$ cat src/touch_pkg.sv
package touch_pkg;
   // ****************************************************************
   // Register map
   // ****************************************************************
   localparam logic [7:0] LEVEL_BASE = 8'h13;
   localparam logic [7:0] EVENT_CONFIG_ADDR = 8'h21;
   localparam logic [7:0] AVG_LEVEL_ADDR = 8'h22;
   localparam logic [7:0] NEG_LEVEL_ADDR = 8'h23;
   localparam logic [7:0] NEG_LIMIT_ADDR = 8'h24;
   localparam logic [7:0] HYST_ADDR = 8'h25;
   localparam logic [7:0] TIMEOUT_ADDR = 8'h26;
   localparam logic [7:0] IRQ_STATUS_ADDR = 8'h30;
   localparam logic [7:0] IRQ_MASK_ADDR = 8'h31;
   localparam logic [7:0] TOUCH_LO_ADDR = 8'h32;
   localparam logic [7:0] TOUCH_HI_ADDR = 8'h33;

   // ****************************************************************
   // Fields and reset values
   // ****************************************************************
   localparam int TOUCH_DEB_LSB = 0;
   localparam int RELEASE_DEB_LSB = 2;
   localparam int IRQ_TOUCH_BIT = 4;
   localparam int IRQ_RELEASE_BIT = 5;
   localparam int REPORT_LSB = 6;
   localparam logic [1:0] REPORT_SINGLE = 2'h1;
   localparam logic [7:0] EVENT_CONFIG_RESET = 8'h30;
   localparam logic [7:0] AVG_LEVEL_RESET = 8'h50;
   localparam logic [7:0] NEG_LEVEL_RESET = 8'h50;
   localparam logic [7:0] NEG_LIMIT_RESET = 8'h01;
   localparam logic [7:0] HYST_RESET = 8'h0a;
   localparam logic [7:0] TIMEOUT_RESET = 8'h00;
   localparam logic [7:0] HYST_MAX = 8'h64;
   localparam logic [7:0] LEVEL_RESET = 8'h00;
   localparam logic [2:0] IRQ_MASK_RESET = 3'h7;
   localparam int ST_TOUCH = 0;
   localparam int ST_RELEASE = 1;
   localparam int ST_COMP = 2;
   localparam int LEVEL_STEP_SHIFT = 2;
   localparam int CROWD_MIN = 3;

   // ****************************************************************
   // Timing
   // ****************************************************************
   localparam longint CLK_PERIOD_NS = 5;
   localparam longint SECOND_NS = 1000000000;
   localparam int SECOND_CYCLES = int'(SECOND_NS / CLK_PERIOD_NS);
endpackage

$ cat src/level_store_if.sv
`timescale 1ns/100ps
interface level_store_if #(
   parameter int N = 12,
   parameter int AW = 4
);
   logic ce;
   logic we;
   logic [AW-1:0] waddr;
   logic [7:0] wdata;
   logic [AW-1:0] scan_addr;
   logic [7:0] scan_data;
   logic [AW-1:0] bus_addr;
   logic [7:0] bus_data;
   modport mem (input ce, we, waddr, wdata, scan_addr, bus_addr, output scan_data, bus_data);
   modport user (output ce, we, waddr, wdata, scan_addr, bus_addr, input scan_data, bus_data);
endinterface

$ cat src/touch_decision.sv
`timescale 1ns/100ps
// Contract
// - Report field 00 reports everything; 01 reports only the first touched button.
// - Interrupt field gates events: 00 none, 01 touch, 10 release, 11 both.
// - Touch debounce code n needs n+1 consecutive qualifying samples.
// - Release debounce code n needs n+1 consecutive qualifying samples.
// - Debounce counts one sample per scan period before deciding.
// - Touch counting starts when ticks exceed threshold plus hysteresis.
// - Release qualifies when ticks fall below threshold minus hysteresis.
// - Hysteresis is a shared percentage of each threshold, 0 to 100.
// - Averaging is suspended while ticks exceed four times the averaging level.
// - Negative compensation level is four ticks per step, 0 to 1020.
// - Negative sample limit sets samples needed to start compensation.
// - Held timeout in seconds; zero disables it.
// - Timeout forces release; new touch only after ticks reach release level.
// - Negative counter increments below level; reaching limit triggers compensation.
// - Three or more pins above four times the averaging level in one scan trigger compensation.
module touch_decision #(
   parameter int N = 12,
   parameter int TICK_W = 16,
   parameter int SEC_CYCLES = touch_pkg::SECOND_CYCLES
) (
   // Clock, enable and reset
   input wire logic clk,
   input wire logic ce,
   input wire logic rst_b,
   // Register port
   input wire logic [7:0] addr,
   input wire logic [7:0] wr_data,
   input wire logic wr,
   input wire logic rd,
   output logic [7:0] rd_data,
   // Tick samples, one per pin per scan
   input wire logic tick_valid,
   input wire logic [$clog2(N)-1:0] tick_pin,
   input wire logic signed [TICK_W-1:0] tick_value,
   input wire logic tick_last,
   // Results
   output logic [N-1:0] touch_state,
   output logic [N-1:0] avg_suspend,
   output logic comp_start,
   output logic irq
);
   localparam int AW = $clog2(N);

   if (N < 2 || N > 16 || TICK_W < 12 || TICK_W > 24 || SEC_CYCLES < 1) begin : g_check
      $error("touch_decision: unsupported parameter values");
   end

   // ****************************************************************
   // State
   // ****************************************************************
   typedef struct packed {
      logic [N-1:0] touched;
      logic [N-1:0] stuck_wait;
      logic [N-1:0][1:0] deb;
      logic [N-1:0][7:0] neg;
      logic [N-1:0][7:0] held;
      logic owner_valid;
      logic [AW-1:0] owner;
      logic [31:0] sec_cnt;
      logic [4:0] crowd;
      logic p_valid;
      logic p_last;
      logic [AW-1:0] p_pin;
      logic signed [TICK_W-1:0] p_tick;
      logic [7:0] event_config;
      logic [7:0] avg_level;
      logic [7:0] neg_level;
      logic [7:0] neg_limit;
      logic [7:0] hyst;
      logic [7:0] timeout;
      logic [2:0] status;
      logic [2:0] mask;
      logic [7:0] rd_reg;
      logic rd_mem;
      logic [N-1:0] avg_suspend;
      logic comp_start;
      logic irq;
   } state_t;

   state_t s;
   state_t next_s;
   level_store_if #(.N(N), .AW(AW)) lvl ();

   level_store #(.N(N), .AW(AW)) u_levels (
      .clk(clk),
      .rst_b(rst_b),
      .port(lvl)
   );

   function automatic logic count_done(input logic [1:0] cnt, input logic [1:0] code);
      return cnt >= code;
   endfunction

   // ****************************************************************
   // Decision datapath
   // ****************************************************************
   logic [15:0] hyst_amt;
   logic signed [TICK_W+2:0] tick_x;
   logic signed [TICK_W+2:0] upper;
   logic signed [TICK_W+2:0] lower;
   logic signed [TICK_W+2:0] avg_ticks;
   logic signed [TICK_W+2:0] neg_ticks;
   logic above;
   logic below;
   logic over_avg;
   logic under_neg;
   logic single_mode;
   logic blocked;
   logic ev_touch;
   logic ev_release;
   logic ev_stuck;
   logic neg_trig;
   logic crowd_trig;
   logic sec_pulse;
   logic [15:0] touch_pad;
   logic mem_hit;

   always_comb begin
      logic [7:0] pct;
      pct = (s.hyst > touch_pkg::HYST_MAX) ? touch_pkg::HYST_MAX : s.hyst;
      hyst_amt = 16'((16'(lvl.scan_data) * 16'(pct)) / 16'd100);
   end

   assign tick_x = (TICK_W+3)'(s.p_tick);
   assign upper = (TICK_W+3)'(lvl.scan_data) + (TICK_W+3)'(hyst_amt);
   assign lower = (TICK_W+3)'(lvl.scan_data) - (TICK_W+3)'(hyst_amt);
   assign avg_ticks = (TICK_W+3)'(s.avg_level) <<< touch_pkg::LEVEL_STEP_SHIFT;
   assign neg_ticks = -((TICK_W+3)'(s.neg_level) <<< touch_pkg::LEVEL_STEP_SHIFT);
   assign above = tick_x > upper;
   assign below = tick_x < lower;
   assign over_avg = tick_x > avg_ticks;
   assign under_neg = tick_x < neg_ticks;
   assign single_mode = s.event_config[touch_pkg::REPORT_LSB +: 2] == touch_pkg::REPORT_SINGLE;
   assign sec_pulse = s.sec_cnt == 32'(SEC_CYCLES - 1);
   assign mem_hit = addr >= touch_pkg::LEVEL_BASE && addr < touch_pkg::LEVEL_BASE + 8'(N);

   // other buttons ignored while first one is held
   assign blocked = single_mode && s.owner_valid && s.owner != s.p_pin;

   always_comb begin
      ev_touch = 1'b0;
      ev_release = 1'b0;
      ev_stuck = 1'b0;
      if (s.p_valid && !blocked) begin
         if (!s.touched[s.p_pin]) begin
            ev_touch = above && !s.stuck_wait[s.p_pin]
                       && count_done(s.deb[s.p_pin], s.event_config[touch_pkg::TOUCH_DEB_LSB +: 2]);
         end else if (s.timeout != 8'h00 && s.held[s.p_pin] >= s.timeout) begin
            ev_stuck = 1'b1;
         end else begin
            ev_release = below && count_done(s.deb[s.p_pin],
                                             s.event_config[touch_pkg::RELEASE_DEB_LSB +: 2]);
         end
      end
   end

   assign neg_trig = s.p_valid && under_neg && s.neg_limit != 8'h00
                     && (s.neg[s.p_pin] + 8'h01) >= s.neg_limit;
   assign crowd_trig = s.p_valid && s.p_last
                       && (s.crowd + 5'(over_avg)) >= 5'(touch_pkg::CROWD_MIN);

   // ****************************************************************
   // Next state
   // ****************************************************************
   always_comb begin
      logic [2:0] ev;
      next_s = s;
      ev = 3'h0;
      next_s.p_valid = tick_valid && 32'(tick_pin) < N;
      next_s.p_last = tick_last;
      next_s.p_pin = tick_pin;
      next_s.p_tick = tick_value;
      next_s.sec_cnt = sec_pulse ? 32'h0 : s.sec_cnt + 32'h1;
      next_s.comp_start = 1'b0;
      for (int i = 0; i < N; i++) begin
         if (sec_pulse && s.touched[i] && s.held[i] != 8'hff) begin
            next_s.held[i] = s.held[i] + 8'h01;
         end
      end
      if (s.p_valid) begin
         next_s.avg_suspend[s.p_pin] = over_avg;
         next_s.neg[s.p_pin] = neg_trig ? 8'h00
                             : under_neg ? ((s.neg[s.p_pin] == 8'hff) ? 8'hff
                                            : s.neg[s.p_pin] + 8'h01) : 8'h00;
         next_s.crowd = s.p_last ? 5'h0 : s.crowd + 5'(over_avg);
         if (!blocked) begin
            if (ev_touch || ev_release || ev_stuck) begin
               next_s.deb[s.p_pin] = 2'h0;
            end else if ((!s.touched[s.p_pin] && above && !s.stuck_wait[s.p_pin])
                         || (s.touched[s.p_pin] && below)) begin
               next_s.deb[s.p_pin] = s.deb[s.p_pin] + 2'h1;
            end else begin
               next_s.deb[s.p_pin] = 2'h0;
            end
         end
         // real release needed before next touch
         if (s.stuck_wait[s.p_pin] && below) begin
            next_s.stuck_wait[s.p_pin] = 1'b0;
         end
         if (ev_touch) begin
            next_s.touched[s.p_pin] = 1'b1;
            next_s.held[s.p_pin] = 8'h00;
            if (single_mode) begin
               next_s.owner_valid = 1'b1;
               next_s.owner = s.p_pin;
            end
         end
         if (ev_release || ev_stuck) begin
            next_s.touched[s.p_pin] = 1'b0;
            next_s.stuck_wait[s.p_pin] = ev_stuck;
            if (s.owner_valid && s.owner == s.p_pin) begin
               next_s.owner_valid = 1'b0;
            end
         end
         if (neg_trig || crowd_trig) begin
            next_s.comp_start = 1'b1;
         end
      end
      ev[touch_pkg::ST_TOUCH] = ev_touch && s.event_config[touch_pkg::IRQ_TOUCH_BIT];
      ev[touch_pkg::ST_RELEASE] = (ev_release || ev_stuck)
                                  && s.event_config[touch_pkg::IRQ_RELEASE_BIT];
      ev[touch_pkg::ST_COMP] = next_s.comp_start;
      if (wr) begin
         unique case (addr)
            touch_pkg::EVENT_CONFIG_ADDR: next_s.event_config = wr_data;
            touch_pkg::AVG_LEVEL_ADDR: next_s.avg_level = wr_data;
            touch_pkg::NEG_LEVEL_ADDR: next_s.neg_level = wr_data;
            touch_pkg::NEG_LIMIT_ADDR: next_s.neg_limit = wr_data;
            touch_pkg::HYST_ADDR: next_s.hyst = wr_data;
            touch_pkg::TIMEOUT_ADDR: next_s.timeout = wr_data;
            touch_pkg::IRQ_STATUS_ADDR: next_s.status = s.status & ~wr_data[2:0];
            touch_pkg::IRQ_MASK_ADDR: next_s.mask = wr_data[2:0];
            default: ;
         endcase
      end
      // owner dropped with single mode
      // A switch away from single reporting drops the owner with the same write.
      if (next_s.event_config[touch_pkg::REPORT_LSB +: 2] != touch_pkg::REPORT_SINGLE) begin
         next_s.owner_valid = 1'b0;
      end
      // New events win over a clear in the same cycle.
      next_s.status = next_s.status | ev;
      next_s.irq = |(next_s.status & next_s.mask);
      touch_pad = 16'(s.touched);
      next_s.rd_mem = rd && mem_hit;
      next_s.rd_reg = 8'h00;
      if (rd) begin
         unique case (addr)
            touch_pkg::EVENT_CONFIG_ADDR: next_s.rd_reg = s.event_config;
            touch_pkg::AVG_LEVEL_ADDR: next_s.rd_reg = s.avg_level;
            touch_pkg::NEG_LEVEL_ADDR: next_s.rd_reg = s.neg_level;
            touch_pkg::NEG_LIMIT_ADDR: next_s.rd_reg = s.neg_limit;
            touch_pkg::HYST_ADDR: next_s.rd_reg = s.hyst;
            touch_pkg::TIMEOUT_ADDR: next_s.rd_reg = s.timeout;
            touch_pkg::IRQ_STATUS_ADDR: next_s.rd_reg = {5'h00, s.status};
            touch_pkg::IRQ_MASK_ADDR: next_s.rd_reg = {5'h00, s.mask};
            touch_pkg::TOUCH_LO_ADDR: next_s.rd_reg = touch_pad[7:0];
            touch_pkg::TOUCH_HI_ADDR: next_s.rd_reg = touch_pad[15:8];
            default: ;
         endcase
      end
   end

   always_ff @(posedge clk or negedge rst_b) begin
      if (!rst_b) begin
         s <= '0;
         s.event_config <= touch_pkg::EVENT_CONFIG_RESET;
         s.avg_level <= touch_pkg::AVG_LEVEL_RESET;
         s.neg_level <= touch_pkg::NEG_LEVEL_RESET;
         s.neg_limit <= touch_pkg::NEG_LIMIT_RESET;
         s.hyst <= touch_pkg::HYST_RESET;
         s.timeout <= touch_pkg::TIMEOUT_RESET;
         s.mask <= touch_pkg::IRQ_MASK_RESET;
      end else if (ce) begin
         s <= next_s;
      end
   end

   // ****************************************************************
   // Threshold store and outputs
   // ****************************************************************
   assign lvl.ce = ce;
   assign lvl.we = wr && mem_hit;
   assign lvl.waddr = AW'(addr - touch_pkg::LEVEL_BASE);
   assign lvl.wdata = wr_data;
   assign lvl.scan_addr = tick_pin;
   assign lvl.bus_addr = AW'(addr - touch_pkg::LEVEL_BASE);

   // Threshold reads come from the store's own output register.
   assign rd_data = s.rd_mem ? lvl.bus_data : s.rd_reg;
   assign touch_state = s.touched;
   assign avg_suspend = s.avg_suspend;
   assign comp_start = s.comp_start;
   assign irq = s.irq;
endmodule

$ cat src/level_store.sv
`timescale 1ns/100ps
module level_store #(
   parameter int N = 12,
   parameter int AW = 4
) (
   // Clock and reset
   input wire logic clk,
   input wire logic rst_b,
   // Access ports
   level_store_if.mem port
);
   typedef struct packed {
      logic [N-1:0][7:0] cells;
      logic [7:0] scan_data;
      logic [7:0] bus_data;
   } store_t;

   store_t s;
   store_t next_s;

   always_comb begin
      next_s = s;
      if (port.we && 32'(port.waddr) < N) begin
         next_s.cells[port.waddr] = port.wdata;
      end
      next_s.scan_data = (32'(port.scan_addr) < N) ? s.cells[port.scan_addr] : 8'h00;
      next_s.bus_data = (32'(port.bus_addr) < N) ? s.cells[port.bus_addr] : 8'h00;
   end

   always_ff @(posedge clk or negedge rst_b) begin
      if (!rst_b) begin
         s <= '0;
         s.cells <= {N{touch_pkg::LEVEL_RESET}};
      end else if (port.ce) begin
         s <= next_s;
      end
   end

   assign port.scan_data = s.scan_data;
   assign port.bus_data = s.bus_data;
endmodule

$ cat config.mk
export PLATFORM = sky130hd
export DESIGN_NAME = touch_decision
export DESIGN_NICKNAME = d
export VERILOG_FILES = /design/src/touch_pkg.sv /design/src/level_store_if.sv /design/src/touch_decision.sv /design/src/level_store.sv
export SDC_FILE = /design/constraint.sdc
export NUM_CORES = 1
export LEC_CHECK = 0
export BUFFER_PORTS_ARGS = -buffer_cell sky130_fd_sc_hd__buf_2
export CAP_MARGIN = 20
export CELL_PAD_IN_SITES_DETAIL_PLACEMENT = 1
export CELL_PAD_IN_SITES_GLOBAL_PLACEMENT = 2
export CORE_ASPECT_RATIO = 0.8
export CORE_MARGIN = 2
export CORE_UTILIZATION = 33
export CTS_CLUSTER_DIAMETER = 30
export DETAILED_ROUTE_END_ITERATION = 7
export PLACE_DENSITY_LB_ADDON = 0.1
export SLEW_MARGIN = 40
export SYNTH_ARGS = -nofsm -noshare
export SYNTH_HDL_FRONTEND = slang
export SYNTH_SLANG_ARGS = --single-unit
$ cat constraint.sdc
create_clock -name clk -period 12.6 [get_ports clk]
set_input_delay 2.52 -clock clk [delete_from_list [all_inputs] [get_ports clk]]
set_output_delay 2.52 -clock clk [all_outputs]
set_load 0.02 [all_outputs]
==> flow_summary.json <==
{
  "synthDistinctLibCells": 100,
  "instances_no_fill": 4671,
  "worstSetupPathType": "reg2reg",
  "gr-total-overflow": 0,
  "finalMaxSlewViolations": 0,
  "clockBufferDepth": 3,
  "nets": 3561,
  "cts_buffers": 116,
  "worstHoldPathCells": 1,
  "viasPerCell": 5.39,
  "drive_gt1_share_pct": 37.5,
  "swShare_pct": 32.9,
  "cp_slowest_stage_delay_ps": 580,
  "rsz0062_at_grt": "yes",
  "fill_cells": 10200,
  "use_met3_pct": 4.91,
  "comb_power_share_pct": 34.6,
  "start_kind": "register",
  "slowest_stage": "fa_1",
  "postPlaceCellArea_um2": 35100,
  "power.switching_mw": 2.50,
  "root_buffer": "clkbuf_16",
  "cpMostUsedCell": "o21a_1",
  "slew_headroom_pct": 44.9,
  "ff2ff_path_depth": 64,
  "finalPower_mw": 7.60,
  "synth_edf_count": 0,
  "yosysWarningCount": 0,
  "yosys-top-cells-count": "dfrtp_1 (481), mux2_2 (304), nor2_1 (261)",
  "drc": 0,
  "avgSynthCellArea_um2": 10.6,
  "p_int_mw": 5.09,
  "yosys.area.top_type_share_pct": 38.3,
  "status": "complete, but fails checks",
  "grt_pass1_vias": 27300,
  "drt_iter0_markers": 1389,
  "power.density_nw_per_um2": 185,
  "hp-start": "s[135]",
  "use_met1_pct": 33.0,
  "drv_cap": 0,
  "worstPathArrival_ps": 14490,
  "area_growth_pct": 30.6,
  "cts_hold_buf": 0,
  "cp_max_fo": 6,
  "synth_ff_type": "dfrtp_1",
  "drtAntennaViolNets": 0,
  "vdd_drop_max_mv": 0.135,
  "dp_cells": 4393,
  "min_period_over_period_pct": 110,
  "syn_inst": 2974,
  "path_clk_slew_ps": 50,
  "reg2reg_slack_ps": -1300,
  "grt_max_degree": 93,
  "finalCoreUtilization_pct": 43.4,
  "ys_ff_latch": 493,
  "yosysSeqAreaShare_pct": 39.3,
  "route.detailed.wl_per_inst_um": 23.7,
  "yosys.cell_count.top_type": "dfrtp_1",
  "track_usage_pct": 22.7,
  "power_frac_seq_pct": 23.7,
  "routed_wl_mm": 110,
  "end_kind": "register",
  "hold_viol": 0,
  "cts.sinks": 493,
  "hold_end": "s[135]",
  "design_area_um2": 41000,
  "reg2reg_from": "s[38]",
  "core_area_um2": 94500,
  "grt_pass1_wl_mm": 170,
  "hold_path.class": "reg2reg",
  "ios": 77,
  "start_util_pct": 33.2,
  "setup_ws_ps": -1300,
  "rows": 101,
  "dp_hpwl_mm": 79.2,
  "vias": 25200,
  "grt_busiest_layer": "met2",
  "dieArea_um2": 97600,
  "place_ws_ps": -1740,
  "ys_top_cells_by_area": "dfrtp_1 (38%), mux2_2 (11%), mux4_2 (7.7%)",
  "tightest_slew_ps": 827,
  "fp.dieW_um": 349,
  "clkPwrFrac_pct": 41.8,
  "clk_latency_ps": 720,
  "antenna_found_initial": 2,
  "synthArstFlopShare_pct": 100,
  "drtPass1Iterations": 5,
  "required_ps": 13190,
  "fmax_ghz": 0.0720,
  "fin_skew_ps": 64.5,
  "htree_levels": 3,
  "synth_area_um2": 31400,
  "finalSetupViolCount": 152,
  "power_leakage_nw": 18.8,
  "dieHeight_um": 280,
  "grtUsageMet2_pct": 34.3,
  "numPortBuffers": 76,
  "yosysTopAreaCell": "dfrtp_1",
  "cts_tree": "done",
  "failed_checks": "setup timing",
  "layout_min_cycle_time_ps": 13900,
  "gp_congestion": 0.853
}
-- timing repair --
item                                    4_1_cts  5_1_grt
resized for setup                           124      134
endpoints found under the setup margin      152      152
setup buffers                                21       37
hold endpoints to repair                      0        0
pin swaps                                    54       63
cloned                                        1        1
-- stage by stage --
step | setup TNS [ps] | hold WS [ps]
floorplan | -11920 | 439
global placement | -179450 | 456
detailed placement | -210090 | 463
CTS | -138340 | 470
global route | -193630 | 501
finish | -105300 | 469
-- worst max-delay path by stage --
| stage | slack [ps] | cells after the start | end | startpoint |
|---|---|---|---|---|
| final | -1300 | 64 | register | s[38] |
| after global routing | -1830 | 69 | register | s[37] |
| after CTS | -1290 | 65 | register | s[37] |
| after detailed placement | -1740 | 62 | register | s[38] |
| after global placement | -1540 | 62 | register | s[38] |
| after floorplan | -370 | 64 | register | s[40] |
-- cell usage in the layout, fill, tap and decap left out, drive strengths merged, types with 38 or more instances in the layout --
cell	count
inv	132
buf	400
mux4	108
fa	38
nor2	263
nand2	251
dfrtp	481
mux2	306
xor2	69
nor3	58
ha	147
xnor2	77
a21oi	121
nor2b	39
and3	64
clkbuf	152
o21ai	130
nand3	79
-- layer usage --
metal | wire length (um) | share of wire (%)
met5 | 22 | 0.020
met4 | 2140 | 1.9
met3 | 5390 | 4.9
met2 | 48500 | 44
met1 | 54500 | 49
-- flip-flops by register name (all words and copies together), names as in the netlist, named ones only --
signal,flops
s,335
avg_suspend,12
u_levels.port.scan_data,8
comp_start,1
irq,1
avg_ticks,8
touch_state,5
u_levels.port.bus_data,8
u_levels.s,96
-- area by class of cell --
cell class | count | area (um^2) | share of cell area [%]
diodes | 1 | 2.50 | 0.00610
clock buffers | 152 | 3260 | 7.95
clock inverters | 67 | 932 | 2.27
inverters | 128 | 488 | 1.19
multi-input cells | 2194 | 19300 | 47.1
flip-flops and latches | 493 | 12400 | 30.1
well taps | 1236 | 1550 | 3.77
repair buffers | 400 | 3090 | 7.55
-- critical path, delay by kind of cell, from the launching register on --
kind,cells,cell delay (ps)
buf+inv,10,1320
simple gates,8,1470
mux,2,630
flops,1,530
fa+ha+maj,8,3290
compound gates,36,6520
-- power groups by stage --
stage	clock network, mW	registers, mW	logic (mW)
after floorplan	0	1.76	1.37
after global placement	0	1.81	2.15
after detailed placement	0	1.82	2.19
after CTS	3.23	1.80	2.41
after global routing	3.32	1.81	2.88
final	3.17	1.80	2.63
-- logic make-up (layout without fill, tap and decap cells) --
group / after synthesis / after routing / synth area share, %
mux: 451 / 451 / 19.9
other cells: 2 / 10 / 0.0239
buf+inv: 295 / 747 / 3.94
simple gates: 900 / 901 / 13.8
fa+ha+maj: 188 / 188 / 8.39
flops: 493 / 493 / 39.3
compound gates: 498 / 498 / 10.4
xor+xnor: 147 / 147 / 4.15
Note: power is estimated with default switching activity, not from simulation.
